[config.mk]
export PLATFORM = sky130hd
export DESIGN_NAME = gtc_top
export DESIGN_NICKNAME = d
export VERILOG_FILES = /design/src/gtc_pkg.sv /design/src/gtc_shadow_mem.sv /design/src/gtc_top.sv
export VERILOG_INCLUDE_DIRS = /design/src
export SDC_FILE = /design/constraint.sdc
export NUM_CORES = 2
export LEC_CHECK = 0
export ABC_AREA = 0
export BUFFER_PORTS_ARGS = -buffer_cell sky130_fd_sc_hd__buf_2
export CAP_MARGIN = 20
export CORE_MARGIN = 2
export CORE_UTILIZATION = 55
export CTS_BUF_LIST = sky130_fd_sc_hd__clkbuf_2 sky130_fd_sc_hd__clkbuf_4 sky130_fd_sc_hd__clkbuf_8
export DETAILED_ROUTE_END_ITERATION = 10
export PLACE_DENSITY = 0.72
export SYNTH_ARGS = -nofsm -noshare
export SYNTH_HDL_FRONTEND = slang
export SYNTH_SLANG_ARGS = --single-unit
export TNS_END_PERCENT = 50
[constraint.sdc]
create_clock -name core_clk_i -period 5.7 [get_ports core_clk_i]
set_clock_uncertainty 0.15 [all_clocks]
set_input_delay 1.14 -clock core_clk_i [delete_from_list [all_inputs] [get_ports core_clk_i]]
set_output_delay 1.14 -clock core_clk_i [all_outputs]
set_load 0.03 [all_outputs]
[src/gtc_cfg.svh]
// Offsets, field positions and reset values of the timer/counter.
// Included by the package user files; holds definitions only.
`ifndef GTC_CFG_SVH
`define GTC_CFG_SVH

`define GTC_NMATCH 4

`define GTC_OFS_CTRL 8'h00
`define GTC_OFS_TC 8'h04
`define GTC_OFS_PR 8'h08
`define GTC_OFS_PC 8'h0c
`define GTC_OFS_MCR 8'h10
`define GTC_OFS_EMR 8'h14
`define GTC_OFS_CCR 8'h18
`define GTC_OFS_PWM 8'h1c
`define GTC_OFS_DMA 8'h20
`define GTC_OFS_IR 8'h24
`define GTC_OFS_IMSK 8'h28
`define GTC_OFS_MR_HI 4'h3
`define GTC_OFS_CR_HI 4'h4

`define GTC_CTRL_W 8
`define GTC_CTRL_EN 0
`define GTC_CTRL_CRST 1
`define GTC_CTRL_CNT 2
`define GTC_CTRL_XRISE 3
`define GTC_CTRL_XFALL 4
`define GTC_CTRL_CLR 5
`define GTC_CTRL_CSEL 6

`define GTC_MC_W 3
`define GTC_MC_INT 0
`define GTC_MC_RST 1
`define GTC_MC_STOP 2

`define GTC_CC_W 3
`define GTC_CC_RISE 0
`define GTC_CC_FALL 1
`define GTC_CC_INT 2

`define GTC_CTRL_RST 8'h00
`define GTC_PR_RST 32'h0000_0000

`endif

[src/gtc_pkg.sv]
// Types shared by the timer/counter files.
// Assumes nothing beyond a SystemVerilog compiler.
package gtc_pkg;

    typedef enum logic [2:0] {
        GTC_BUS_IDLE = 3'b001,
        GTC_BUS_WR = 3'b010,
        GTC_BUS_RD = 3'b100
    } gtc_bus_t;

    typedef enum logic [1:0] {
        GTC_ACT_NONE = 2'h0,
        GTC_ACT_LOW = 2'h1,
        GTC_ACT_HIGH = 2'h2,
        GTC_ACT_TOG = 2'h3
    } gtc_act_t;

    typedef struct packed {
        logic hsel;
        logic [31:0] haddr;
        logic [1:0] htrans;
        logic hwrite;
        logic [2:0] hsize;
        logic [31:0] hwdata;
        logic hready;
    } gtc_ahb_req_t;

    typedef struct packed {
        logic [31:0] hrdata;
        logic hreadyout;
        logic hresp;
    } gtc_ahb_rsp_t;

endpackage

[src/gtc_shadow_mem.sv]
// Shadow words for the match values, one write port, all words out.
// Assumes writes come from the bus data phase on the same clock.
module gtc_shadow_mem #(
    parameter int N = 4,
    parameter int W = 32
) (
    // Clock and control
    input wire logic clk_i,
    input wire logic rst_n_i,
    input wire logic ce_i,
    // Write port
    input wire logic we_i,
    input wire logic [$clog2(N)-1:0] idx_i,
    input wire logic [W-1:0] wdata_i,
    // Registered words
    output logic [N-1:0][W-1:0] q_o
);
    import gtc_pkg::*;

    typedef struct packed {
        logic [N-1:0][W-1:0] word;
    } gtc_mem_st_t;

    gtc_mem_st_t mem_r;
    gtc_mem_st_t mem_nxt;

    always_comb begin
        mem_nxt = mem_r;
        if (we_i) begin
            mem_nxt.word[idx_i] = wdata_i;
        end
    end

    always_ff @(posedge clk_i) begin
        if (!rst_n_i) begin
            mem_r <= '0;
        end else if (ce_i) begin
            mem_r <= mem_nxt;
        end
    end

    assign q_o = mem_r.word;
endmodule

[src/gtc_top.sv]
// 32-bit timer/counter with prescaler, four matches, captures and PWM.
// Assumes one AHB-Lite master on core_clk_i; pins are asynchronous.
// Function
// - Prescaler gates every counter increment
// - Count core clocks or external clock edges
// - Four matches raise interrupts, counting continues
// - Match may halt the counter
// - Match may return counter to zero
// - Match writes land in shadow first
// - Match output cleared, set, toggled or held
// - Capture edge copies counter, optional interrupt
// - Two matches may request DMA
// - Capture event clears counter and prescaler
// - Single-edge PWM, period set by match
//
// The address map and the AHB-Lite interface to the registers were left to the implementer.
`include "gtc_cfg.svh"

module gtc_top #(
    parameter int NCAP = 4,
    parameter int NDMA = 2
) (
    // Clock and control
    input wire logic core_clk_i,
    input wire logic rst_n_i,
    input wire logic ce_i,
    // Register bus
    input wire gtc_pkg::gtc_ahb_req_t ahb_req_i,
    output gtc_pkg::gtc_ahb_rsp_t ahb_rsp_o,
    // Pins
    input wire logic ext_clk_i,
    input wire logic [NCAP-1:0] cap_i,
    output logic [`GTC_NMATCH-1:0] match_o,
    // System
    output logic irq_o,
    output logic [NDMA-1:0] dma_req_o
);
    import gtc_pkg::*;

    localparam int NM = `GTC_NMATCH;
    localparam int NIR = NM + NCAP;

    typedef struct packed {
        gtc_bus_t bus;
        logic [7:0] addr;
        logic [31:0] hrdata;
        logic [`GTC_CTRL_W-1:0] ctrl;
        logic [31:0] tc;
        logic [31:0] pc;
        logic [31:0] pr;
        logic [NM*`GTC_MC_W-1:0] mcr;
        logic [2*NM-1:0] emr;
        logic [NCAP*`GTC_CC_W-1:0] ccr;
        logic [NM-1:0] pwm;
        logic [NDMA-1:0] dmae;
        logic [NIR-1:0] ir;
        logic [NIR-1:0] imsk;
        logic [NM-1:0][31:0] mr;
        logic [NCAP-1:0][31:0] cr;
        logic [2:0] xs;
        logic [NCAP-1:0][2:0] cs;
        logic [NM-1:0] mout;
        logic [NDMA-1:0] dma;
        logic irq;
    } gtc_st_t;

    gtc_st_t st_r;
    gtc_st_t st_nxt;

    logic [NM-1:0][31:0] shadow;
    logic [NM-1:0] hit;
    logic [NM-1:0] intm;
    logic [NM-1:0] rstm;
    logic [NM-1:0] stopm;
    logic [NCAP-1:0] cap_ev;
    logic [NCAP-1:0] cap_int;
    logic [3:0] cap_ev4;
    logic [1:0] csel;
    logic run;
    logic xedge;
    logic inc;
    logic tick;
    logic clr_now;
    logic xfer;
    logic addr_ok;
    logic wr_mr;
    logic [7:0] ofs;
    logic [31:0] rdata;

    assign run = st_r.ctrl[`GTC_CTRL_EN] && !st_r.ctrl[`GTC_CTRL_CRST];
    assign xedge = (st_r.ctrl[`GTC_CTRL_XRISE] && st_r.xs[1] && !st_r.xs[2])
        || (st_r.ctrl[`GTC_CTRL_XFALL] && !st_r.xs[1] && st_r.xs[2]);
    // Counter mode: only synchronised edges count, so ext clock < core/2
    assign inc = st_r.ctrl[`GTC_CTRL_CNT] ? xedge : 1'b1;
    assign tick = run && inc && (st_r.pc == st_r.pr);
    assign csel = st_r.ctrl[`GTC_CTRL_CSEL+1:`GTC_CTRL_CSEL];
    assign cap_ev4 = 4'(cap_ev);
    assign clr_now = st_r.ctrl[`GTC_CTRL_CLR] && cap_ev4[csel];
    // Reload only at a period boundary or while stopped, never mid-cycle
    assign xfer = !run || (tick && |(hit & rstm));
    assign addr_ok = ahb_req_i.hsel && ahb_req_i.htrans[1] && ahb_req_i.hready;
    assign wr_mr = (st_r.bus == GTC_BUS_WR) && (st_r.addr[7:4] == `GTC_OFS_MR_HI);
    assign ofs = ahb_req_i.haddr[7:0];

    for (genvar i = 0; i < NM; i++) begin : g_match
        assign hit[i] = tick && (st_r.tc == st_r.mr[i]);
        assign intm[i] = st_r.mcr[i*`GTC_MC_W+`GTC_MC_INT];
        assign rstm[i] = st_r.mcr[i*`GTC_MC_W+`GTC_MC_RST];
        assign stopm[i] = st_r.mcr[i*`GTC_MC_W+`GTC_MC_STOP];
    end

    for (genvar j = 0; j < NCAP; j++) begin : g_cap
        assign cap_ev[j] = (st_r.ccr[j*`GTC_CC_W+`GTC_CC_RISE]
            && st_r.cs[j][1] && !st_r.cs[j][2])
            || (st_r.ccr[j*`GTC_CC_W+`GTC_CC_FALL]
            && !st_r.cs[j][1] && st_r.cs[j][2]);
        assign cap_int[j] = st_r.ccr[j*`GTC_CC_W+`GTC_CC_INT];
    end

    gtc_shadow_mem #(
        .N(NM),
        .W(32)
    ) u_shadow (
        .clk_i(core_clk_i),
        .rst_n_i(rst_n_i),
        .ce_i(ce_i),
        .we_i(wr_mr),
        .idx_i(st_r.addr[3:2]),
        .wdata_i(ahb_req_i.hwdata),
        .q_o(shadow)
    );

    always_comb begin
        rdata = '0;
        if (ofs == `GTC_OFS_CTRL) begin
            rdata = 32'(st_r.ctrl);
        end else if (ofs == `GTC_OFS_TC) begin
            rdata = st_r.tc;
        end else if (ofs == `GTC_OFS_PR) begin
            rdata = st_r.pr;
        end else if (ofs == `GTC_OFS_PC) begin
            rdata = st_r.pc;
        end else if (ofs == `GTC_OFS_MCR) begin
            rdata = 32'(st_r.mcr);
        end else if (ofs == `GTC_OFS_EMR) begin
            rdata = 32'({st_r.emr, st_r.mout});
        end else if (ofs == `GTC_OFS_CCR) begin
            rdata = 32'(st_r.ccr);
        end else if (ofs == `GTC_OFS_PWM) begin
            rdata = 32'(st_r.pwm);
        end else if (ofs == `GTC_OFS_DMA) begin
            rdata = 32'(st_r.dmae);
        end else if (ofs == `GTC_OFS_IR) begin
            rdata = 32'(st_r.ir);
        end else if (ofs == `GTC_OFS_IMSK) begin
            rdata = 32'(st_r.imsk);
        end else if (ofs[7:4] == `GTC_OFS_MR_HI) begin
            rdata = shadow[ofs[3:2]];
        end else if (ofs[7:4] == `GTC_OFS_CR_HI && 32'(ofs[3:2]) < NCAP) begin
            rdata = st_r.cr[ofs[3:2]];
        end
    end

    always_comb begin
        st_nxt = st_r;
        st_nxt.xs = {st_r.xs[1:0], ext_clk_i};
        for (int j = 0; j < NCAP; j++) begin
            st_nxt.cs[j] = {st_r.cs[j][1:0], cap_i[j]};
        end
        // Address phase; zero wait states, read data registered here
        st_nxt.bus = GTC_BUS_IDLE;
        if (addr_ok && ahb_req_i.hwrite) begin
            st_nxt.bus = GTC_BUS_WR;
            st_nxt.addr = ofs;
        end else if (addr_ok) begin
            st_nxt.bus = GTC_BUS_RD;
            st_nxt.addr = ofs;
            st_nxt.hrdata = rdata;
        end
        // Data phase of a write
        if (st_r.bus == GTC_BUS_WR) begin
            if (st_r.addr == `GTC_OFS_CTRL) begin
                st_nxt.ctrl = ahb_req_i.hwdata[`GTC_CTRL_W-1:0];
            end else if (st_r.addr == `GTC_OFS_PR) begin
                st_nxt.pr = ahb_req_i.hwdata;
            end else if (st_r.addr == `GTC_OFS_MCR) begin
                st_nxt.mcr = ahb_req_i.hwdata[NM*`GTC_MC_W-1:0];
            end else if (st_r.addr == `GTC_OFS_EMR) begin
                st_nxt.mout = ahb_req_i.hwdata[NM-1:0];
                st_nxt.emr = ahb_req_i.hwdata[3*NM-1:NM];
            end else if (st_r.addr == `GTC_OFS_CCR) begin
                st_nxt.ccr = ahb_req_i.hwdata[NCAP*`GTC_CC_W-1:0];
            end else if (st_r.addr == `GTC_OFS_PWM) begin
                st_nxt.pwm = ahb_req_i.hwdata[NM-1:0];
            end else if (st_r.addr == `GTC_OFS_DMA) begin
                st_nxt.dmae = ahb_req_i.hwdata[NDMA-1:0];
            end else if (st_r.addr == `GTC_OFS_IR) begin
                st_nxt.ir = st_r.ir & ~ahb_req_i.hwdata[NIR-1:0];
            end else if (st_r.addr == `GTC_OFS_IMSK) begin
                st_nxt.imsk = ahb_req_i.hwdata[NIR-1:0];
            end
        end
        // Counter and prescaler; hardware outranks a same-cycle write
        if (st_r.ctrl[`GTC_CTRL_CRST]) begin
            st_nxt.tc = '0;
            st_nxt.pc = '0;
        end else if (tick) begin
            st_nxt.pc = '0;
            if (|(hit & rstm)) begin
                st_nxt.tc = '0;
            end else if (!(|(hit & stopm))) begin
                st_nxt.tc = st_r.tc + 32'h1;
            end
            if (|(hit & stopm)) begin
                st_nxt.ctrl[`GTC_CTRL_EN] = 1'b0;
            end
        end else if (run && inc) begin
            st_nxt.pc = st_r.pc + 32'h1;
        end
        for (int i = 0; i < NM; i++) begin
            if (hit[i] && intm[i]) begin
                st_nxt.ir[i] = 1'b1;
            end
            if (hit[i] && !st_r.pwm[i]) begin
                case (gtc_act_t'(st_r.emr[2*i+:2]))
                    GTC_ACT_LOW: st_nxt.mout[i] = 1'b0;
                    GTC_ACT_HIGH: st_nxt.mout[i] = 1'b1;
                    GTC_ACT_TOG: st_nxt.mout[i] = !st_r.mout[i];
                    default: st_nxt.mout[i] = st_r.mout[i];
                endcase
            end
        end
        for (int d = 0; d < NDMA; d++) begin
            st_nxt.dma[d] = hit[d] && st_r.dmae[d];
        end
        for (int j = 0; j < NCAP; j++) begin
            if (cap_ev[j]) begin
                st_nxt.cr[j] = st_r.tc;
                st_nxt.ir[NM+j] = st_nxt.ir[NM+j] | cap_int[j];
            end
        end
        if (clr_now) begin
            st_nxt.tc = '0;
            st_nxt.pc = '0;
        end
        if (xfer) begin
            st_nxt.mr = shadow;
        end
        for (int i = 0; i < NM; i++) begin
            if (st_r.pwm[i]) begin
                st_nxt.mout[i] = st_nxt.tc >= st_r.mr[i];
            end
        end
        st_nxt.irq = |(st_nxt.ir & st_nxt.imsk);
    end

    always_ff @(posedge core_clk_i) begin
        if (!rst_n_i) begin
            st_r <= '0;
            st_r.bus <= GTC_BUS_IDLE;
            st_r.ctrl <= `GTC_CTRL_RST;
            st_r.pr <= `GTC_PR_RST;
        end else if (ce_i) begin
            st_r <= st_nxt;
        end
    end

    assign ahb_rsp_o = '{hrdata: st_r.hrdata, hreadyout: 1'b1, hresp: 1'b0};
    assign match_o = st_r.mout;
    assign irq_o = st_r.irq;
    assign dma_req_o = st_r.dma;
endmodule

==> impl_results.md <==
- Yosys Warn Count: 0
- Avg Cell Area, Syn: 8.223 sq um
- Finished Layout Cells: 4,665
- Die area: 59,860 sq um
- Area growth, synth to finish: 9.556%
- CTS tree: done
- Drt wl/cell: 23.38 um
- Detailed Place HPWL: 76,320 um
- Area after DPL: 32,660 sq um
- GRT Residual Overflow: 0
- Clock Latency Late Sink: 0.74 ns
- Worst path cell trace: and3b_1 > o311ai_0 > nor4_1 > nand3_1 > a41oi_2 > or2_1 > buf_4 > buf_4 > nor2_1 > ha_1 > a21oi_1 > o21ai_0 > a21o_1 > a211oi_1 > o21bai_1 > o2bb2ai_1 > o22ai_1 > buf_4 > o211ai_1
- Number of synthesized flops with an enable pin: 0
- RSZ-0062 raised after global routing: false
- # IOs: 121
- Initial antenna violation count: 2
- Worst EP required: 6.14 ns
- Synthesized flop and latch total: 607
- Max-slew headroom: 19.44%
- Clock transition at path regs: 0.06 ns
- DIE HEIGHT: 244.7 um
- DRT Pass-1 Iters: 8
- Pwr Density: 271.5 nW/um^2
- # rows: 88
- Top cells by area, synth: dfxtp_1 (38%), nand2_1 (7.7%), mux2i_1 (5.2%)
- Worst slew pin tran: 1.208 ns
- CP Buf/Inv Count: 3
- Arrival time at the worst endpoint: 5.96 ns
- Residual DRC: 0
- Pins over their slew limit: 0
- Cell count of the worst reg-to-reg path: 19
- Peak Freq: 181.3 MHz
- Pleak: 13.59 nW
- Min cycle time layout: 5.517 ns
- Post-synth top area share: 38.14%
- R2R Path End: match_o[1]$_SDFFE_PN0P_
- Hold_sp: ahb_rsp_o[12]$_SDFFE_PN0P_
- Peak supply drop: 0.0002192 V
- Max incr delay on CP: 0.52 ns
- Starting DRT DRC Count: 3,787
- Crit path kind: reg2reg
- CTS Root Buffer Type: clkbuf_8
- Mapped Area: 31,860 sq um
- Syn_nets: 4,084
- First-pass GRT wire length: 162,600 um
- Starting Density: 55.43%
- CTS Sinks: 607
- Resized cells post-CTS: 0
- Max Cap Viol: 0
- Fin area: 34,900 sq um
- Chip width: 244.7 um
- Register area share after synthesis: 38.14%
- CTS Buffer Depth: 3
- CP Max Fanout: 12
- Ys async rst share: 0%
- Post-CTS Setup Inserts: 0
- IO Port Bufs: 90
- Yosys cell types: 70
- Hold Buf Count CTS: 0
- Synth area leader: dfxtp_1
- Number of global-route vias before repair: 26,250
- Reg2Reg Setup Slack: 0.18 ns
- Share of layout cells above drive strength 1: 12.39%
- Final #Nets: 4,029
- Via count: 28,900
- Final wirelength: 109,000 um
- Hold Crit Class: reg2reg
- Gr usage total: 35.63%
- Commonest register cell after synthesis: dfxtp_1
- Final setup fails: 0
- # H-tree levels: 3
- Number of buffers created by CTS: 99
- Hold EP: ahb_rsp_o[12]$_SDFFE_PN0P_
- Avg Vias per Cell: 6.195
- RR Startpoint: st_nxt[21]$_SDFFE_PN0P_
- Crit path top cell by count: buf_4
- Delay-heaviest family, CP: compound AO/OA/AOI/OAI gates
- Core area: 57,480 sq um
- ANT nets after route: 0
- Final Cycle Share: 96.79%
- Setup TNS: 0 ns
- Worst Hold Depth: 2
- Total power: 0.009477 W
- CP Capture Type: flop
- Synth Instances: 3,874
- GP Congestion: 1.001
- Placed cells: 4,483
- Outcome: finished clean
- Final-report hold violation count: 0
- Worst setup SP type: flop
- Largest net degree at the start of global routing: 179
- CP max stage cell: nor4_1
## flip-flops by register name, indices dropped and copies added, names as in the netlist
| name | cells |
|---|---|
| st_r | 416 |
| u_shadow.q_o | 128 |
| ahb_rsp_o | 32 |
| st_nxt | 10 |
| cap_int | 4 |
| intm | 4 |
| match_o | 4 |
| rstm | 4 |
| csel | 2 |
| dma_req_o | 2 |
| irq_o | 1 |
## area by class of cell
cell class / instances / area [sq um]
Sequential cell: 607 / 12150
Clock buffer: 159 / 1988
Tap cell: 765 / 957.2
Inverter: 140 / 533.0
Antenna cell: 2 / 5.005
Timing Repair Buffer: 200 / 1341
Fill cell: 5101 / 22570
Clock inverter: 21 / 249.0
Multi-Input combinational cell: 2771 / 17680
## logic make-up (layout without fill, tap and decap cells)
| family | Yosys count | count (layout) | synth area share (%) |
|---|---|---|---|
| compound gates | 738 | 738 | 13.82 |
| xor+xnor | 221 | 221 | 6.076 |
| fa+ha+maj | 130 | 130 | 5.106 |
| buf+inv | 496 | 520 | 6.665 |
| flops | 607 | 607 | 38.14 |
| mux | 235 | 235 | 9.956 |
| other cells | 2 | 4 | 0.02357 |
| simple gates | 1445 | 1445 | 20.21 |
## synth_stat cells (all sizes together) (7+ instances only)
master,instances
a211oi,12
a21o,51
a21oi,265
a221oi,29
a22o,11
a22oi,39
a31oi,28
and2,8
and3,26
and4,8
buf,124
clkbuf,232
dfxtp,607
ha,130
inv,140
mux2i,165
mux4,65
nand2,651
nand2b,9
nand3,196
nand3b,7
nand4,78
nor2,303
nor2b,7
nor3,62
nor4,50
o21ai,225
o22ai,8
or2,8
or4,8
xnor2,170
xor2,51
## layer usage
| metal | share of wire [%] | GRT usage (%) | wire (um) | vias to the layer above |
|---|---|---|---|---|
| li1 | - | - | - | 13290 |
| met4 | 6.3 | 19.55 | 6863 | 2 |
| met1 | 40 | 47.78 | 43970 | 13620 |
| met5 | 0.010 | 0 | 11 | - |
| met2 | 43 | 53.25 | 46790 | 1634 |
| met3 | 10 | 7.971 | 11420 | 351 |
## stage by stage
step	hold slack, ns	util (%)	setup slack [ns]
6_report	0.3049	60.72	0.1832
5_1_grt	0.3219	60.72	0.01943
4_1_cts	0.3055	60.71	0.3970
3_5_place_dp	0.2968	56.82	0.4250
3_3_place_gp	0.2901	56.82	0.5080
2_1_floorplan	0.2823	-	1.446
## how the worst max path moves through the flow
stage / startpoint / endpoint / slack, ns / depth (start not counted)
6_report: st_nxt[21]$_SDFFE_PN0P_ / match_o[1]$_SDFFE_PN0P_ / 0.18 / 19
4_1_cts: st_nxt[21]$_SDFFE_PN0P_ / match_o[2]$_SDFFE_PN0P_ / 0.40 / 18
2_1_floorplan: st_r[401]$_SDFFE_PN0P_ / match_o[3]$_SDFFE_PN0P_ / 1.45 / 20
3_5_place_dp: st_nxt[21]$_SDFFE_PN0P_ / match_o[2]$_SDFFE_PN0P_ / 0.43 / 18
3_3_place_gp: st_nxt[21]$_SDFFE_PN0P_ / match_o[2]$_SDFFE_PN0P_ / 0.51 / 18
5_1_grt: st_nxt[21]$_SDFFE_PN0P_ / match_o[2]$_SDFFE_PN0P_ / 0.02 / 18
## power by group
part           internal [W]  switching [W]  leakage [nW]
logic              0.000289       0.000630          7.52
registers           0.00427      0.0000235          4.89
clock network       0.00240        0.00187          1.18
## layout by cell type, fill, tap and decap left out, drive strengths merged, types with 62 or more instances in the layout
cell,Yosys,final
ha,130,130
nor3,62,62
clkbuf,232,159
mux2i,165,165
mux4,65,65
xnor2,170,170
nand2,651,651
nand4,78,78
nor2,303,303
o21ai,225,225
a21oi,265,265
inv,140,142
buf,124,200
nand3,196,196
dfxtp,607,607
## worst reg2reg max path, stage by stage, from the launching register on
cell       delay (ns)
dfxtp_1          0.39
and3b_1          0.22
o311ai_0         0.31
nor4_1           0.52
nand3_1          0.43
a41oi_2          0.32
or2_1            0.45
buf_4            0.30
buf_4            0.20
nor2_1           0.11
ha_1             0.34
a21oi_1          0.18
o21ai_0          0.12
a21o_1           0.19
a211oi_1         0.25
o21bai_1         0.13
o2bb2ai_1        0.20
o22ai_1          0.32
buf_4            0.19
o211ai_1         0.09
No activity file was read; power rests on OpenSTA's default activity.
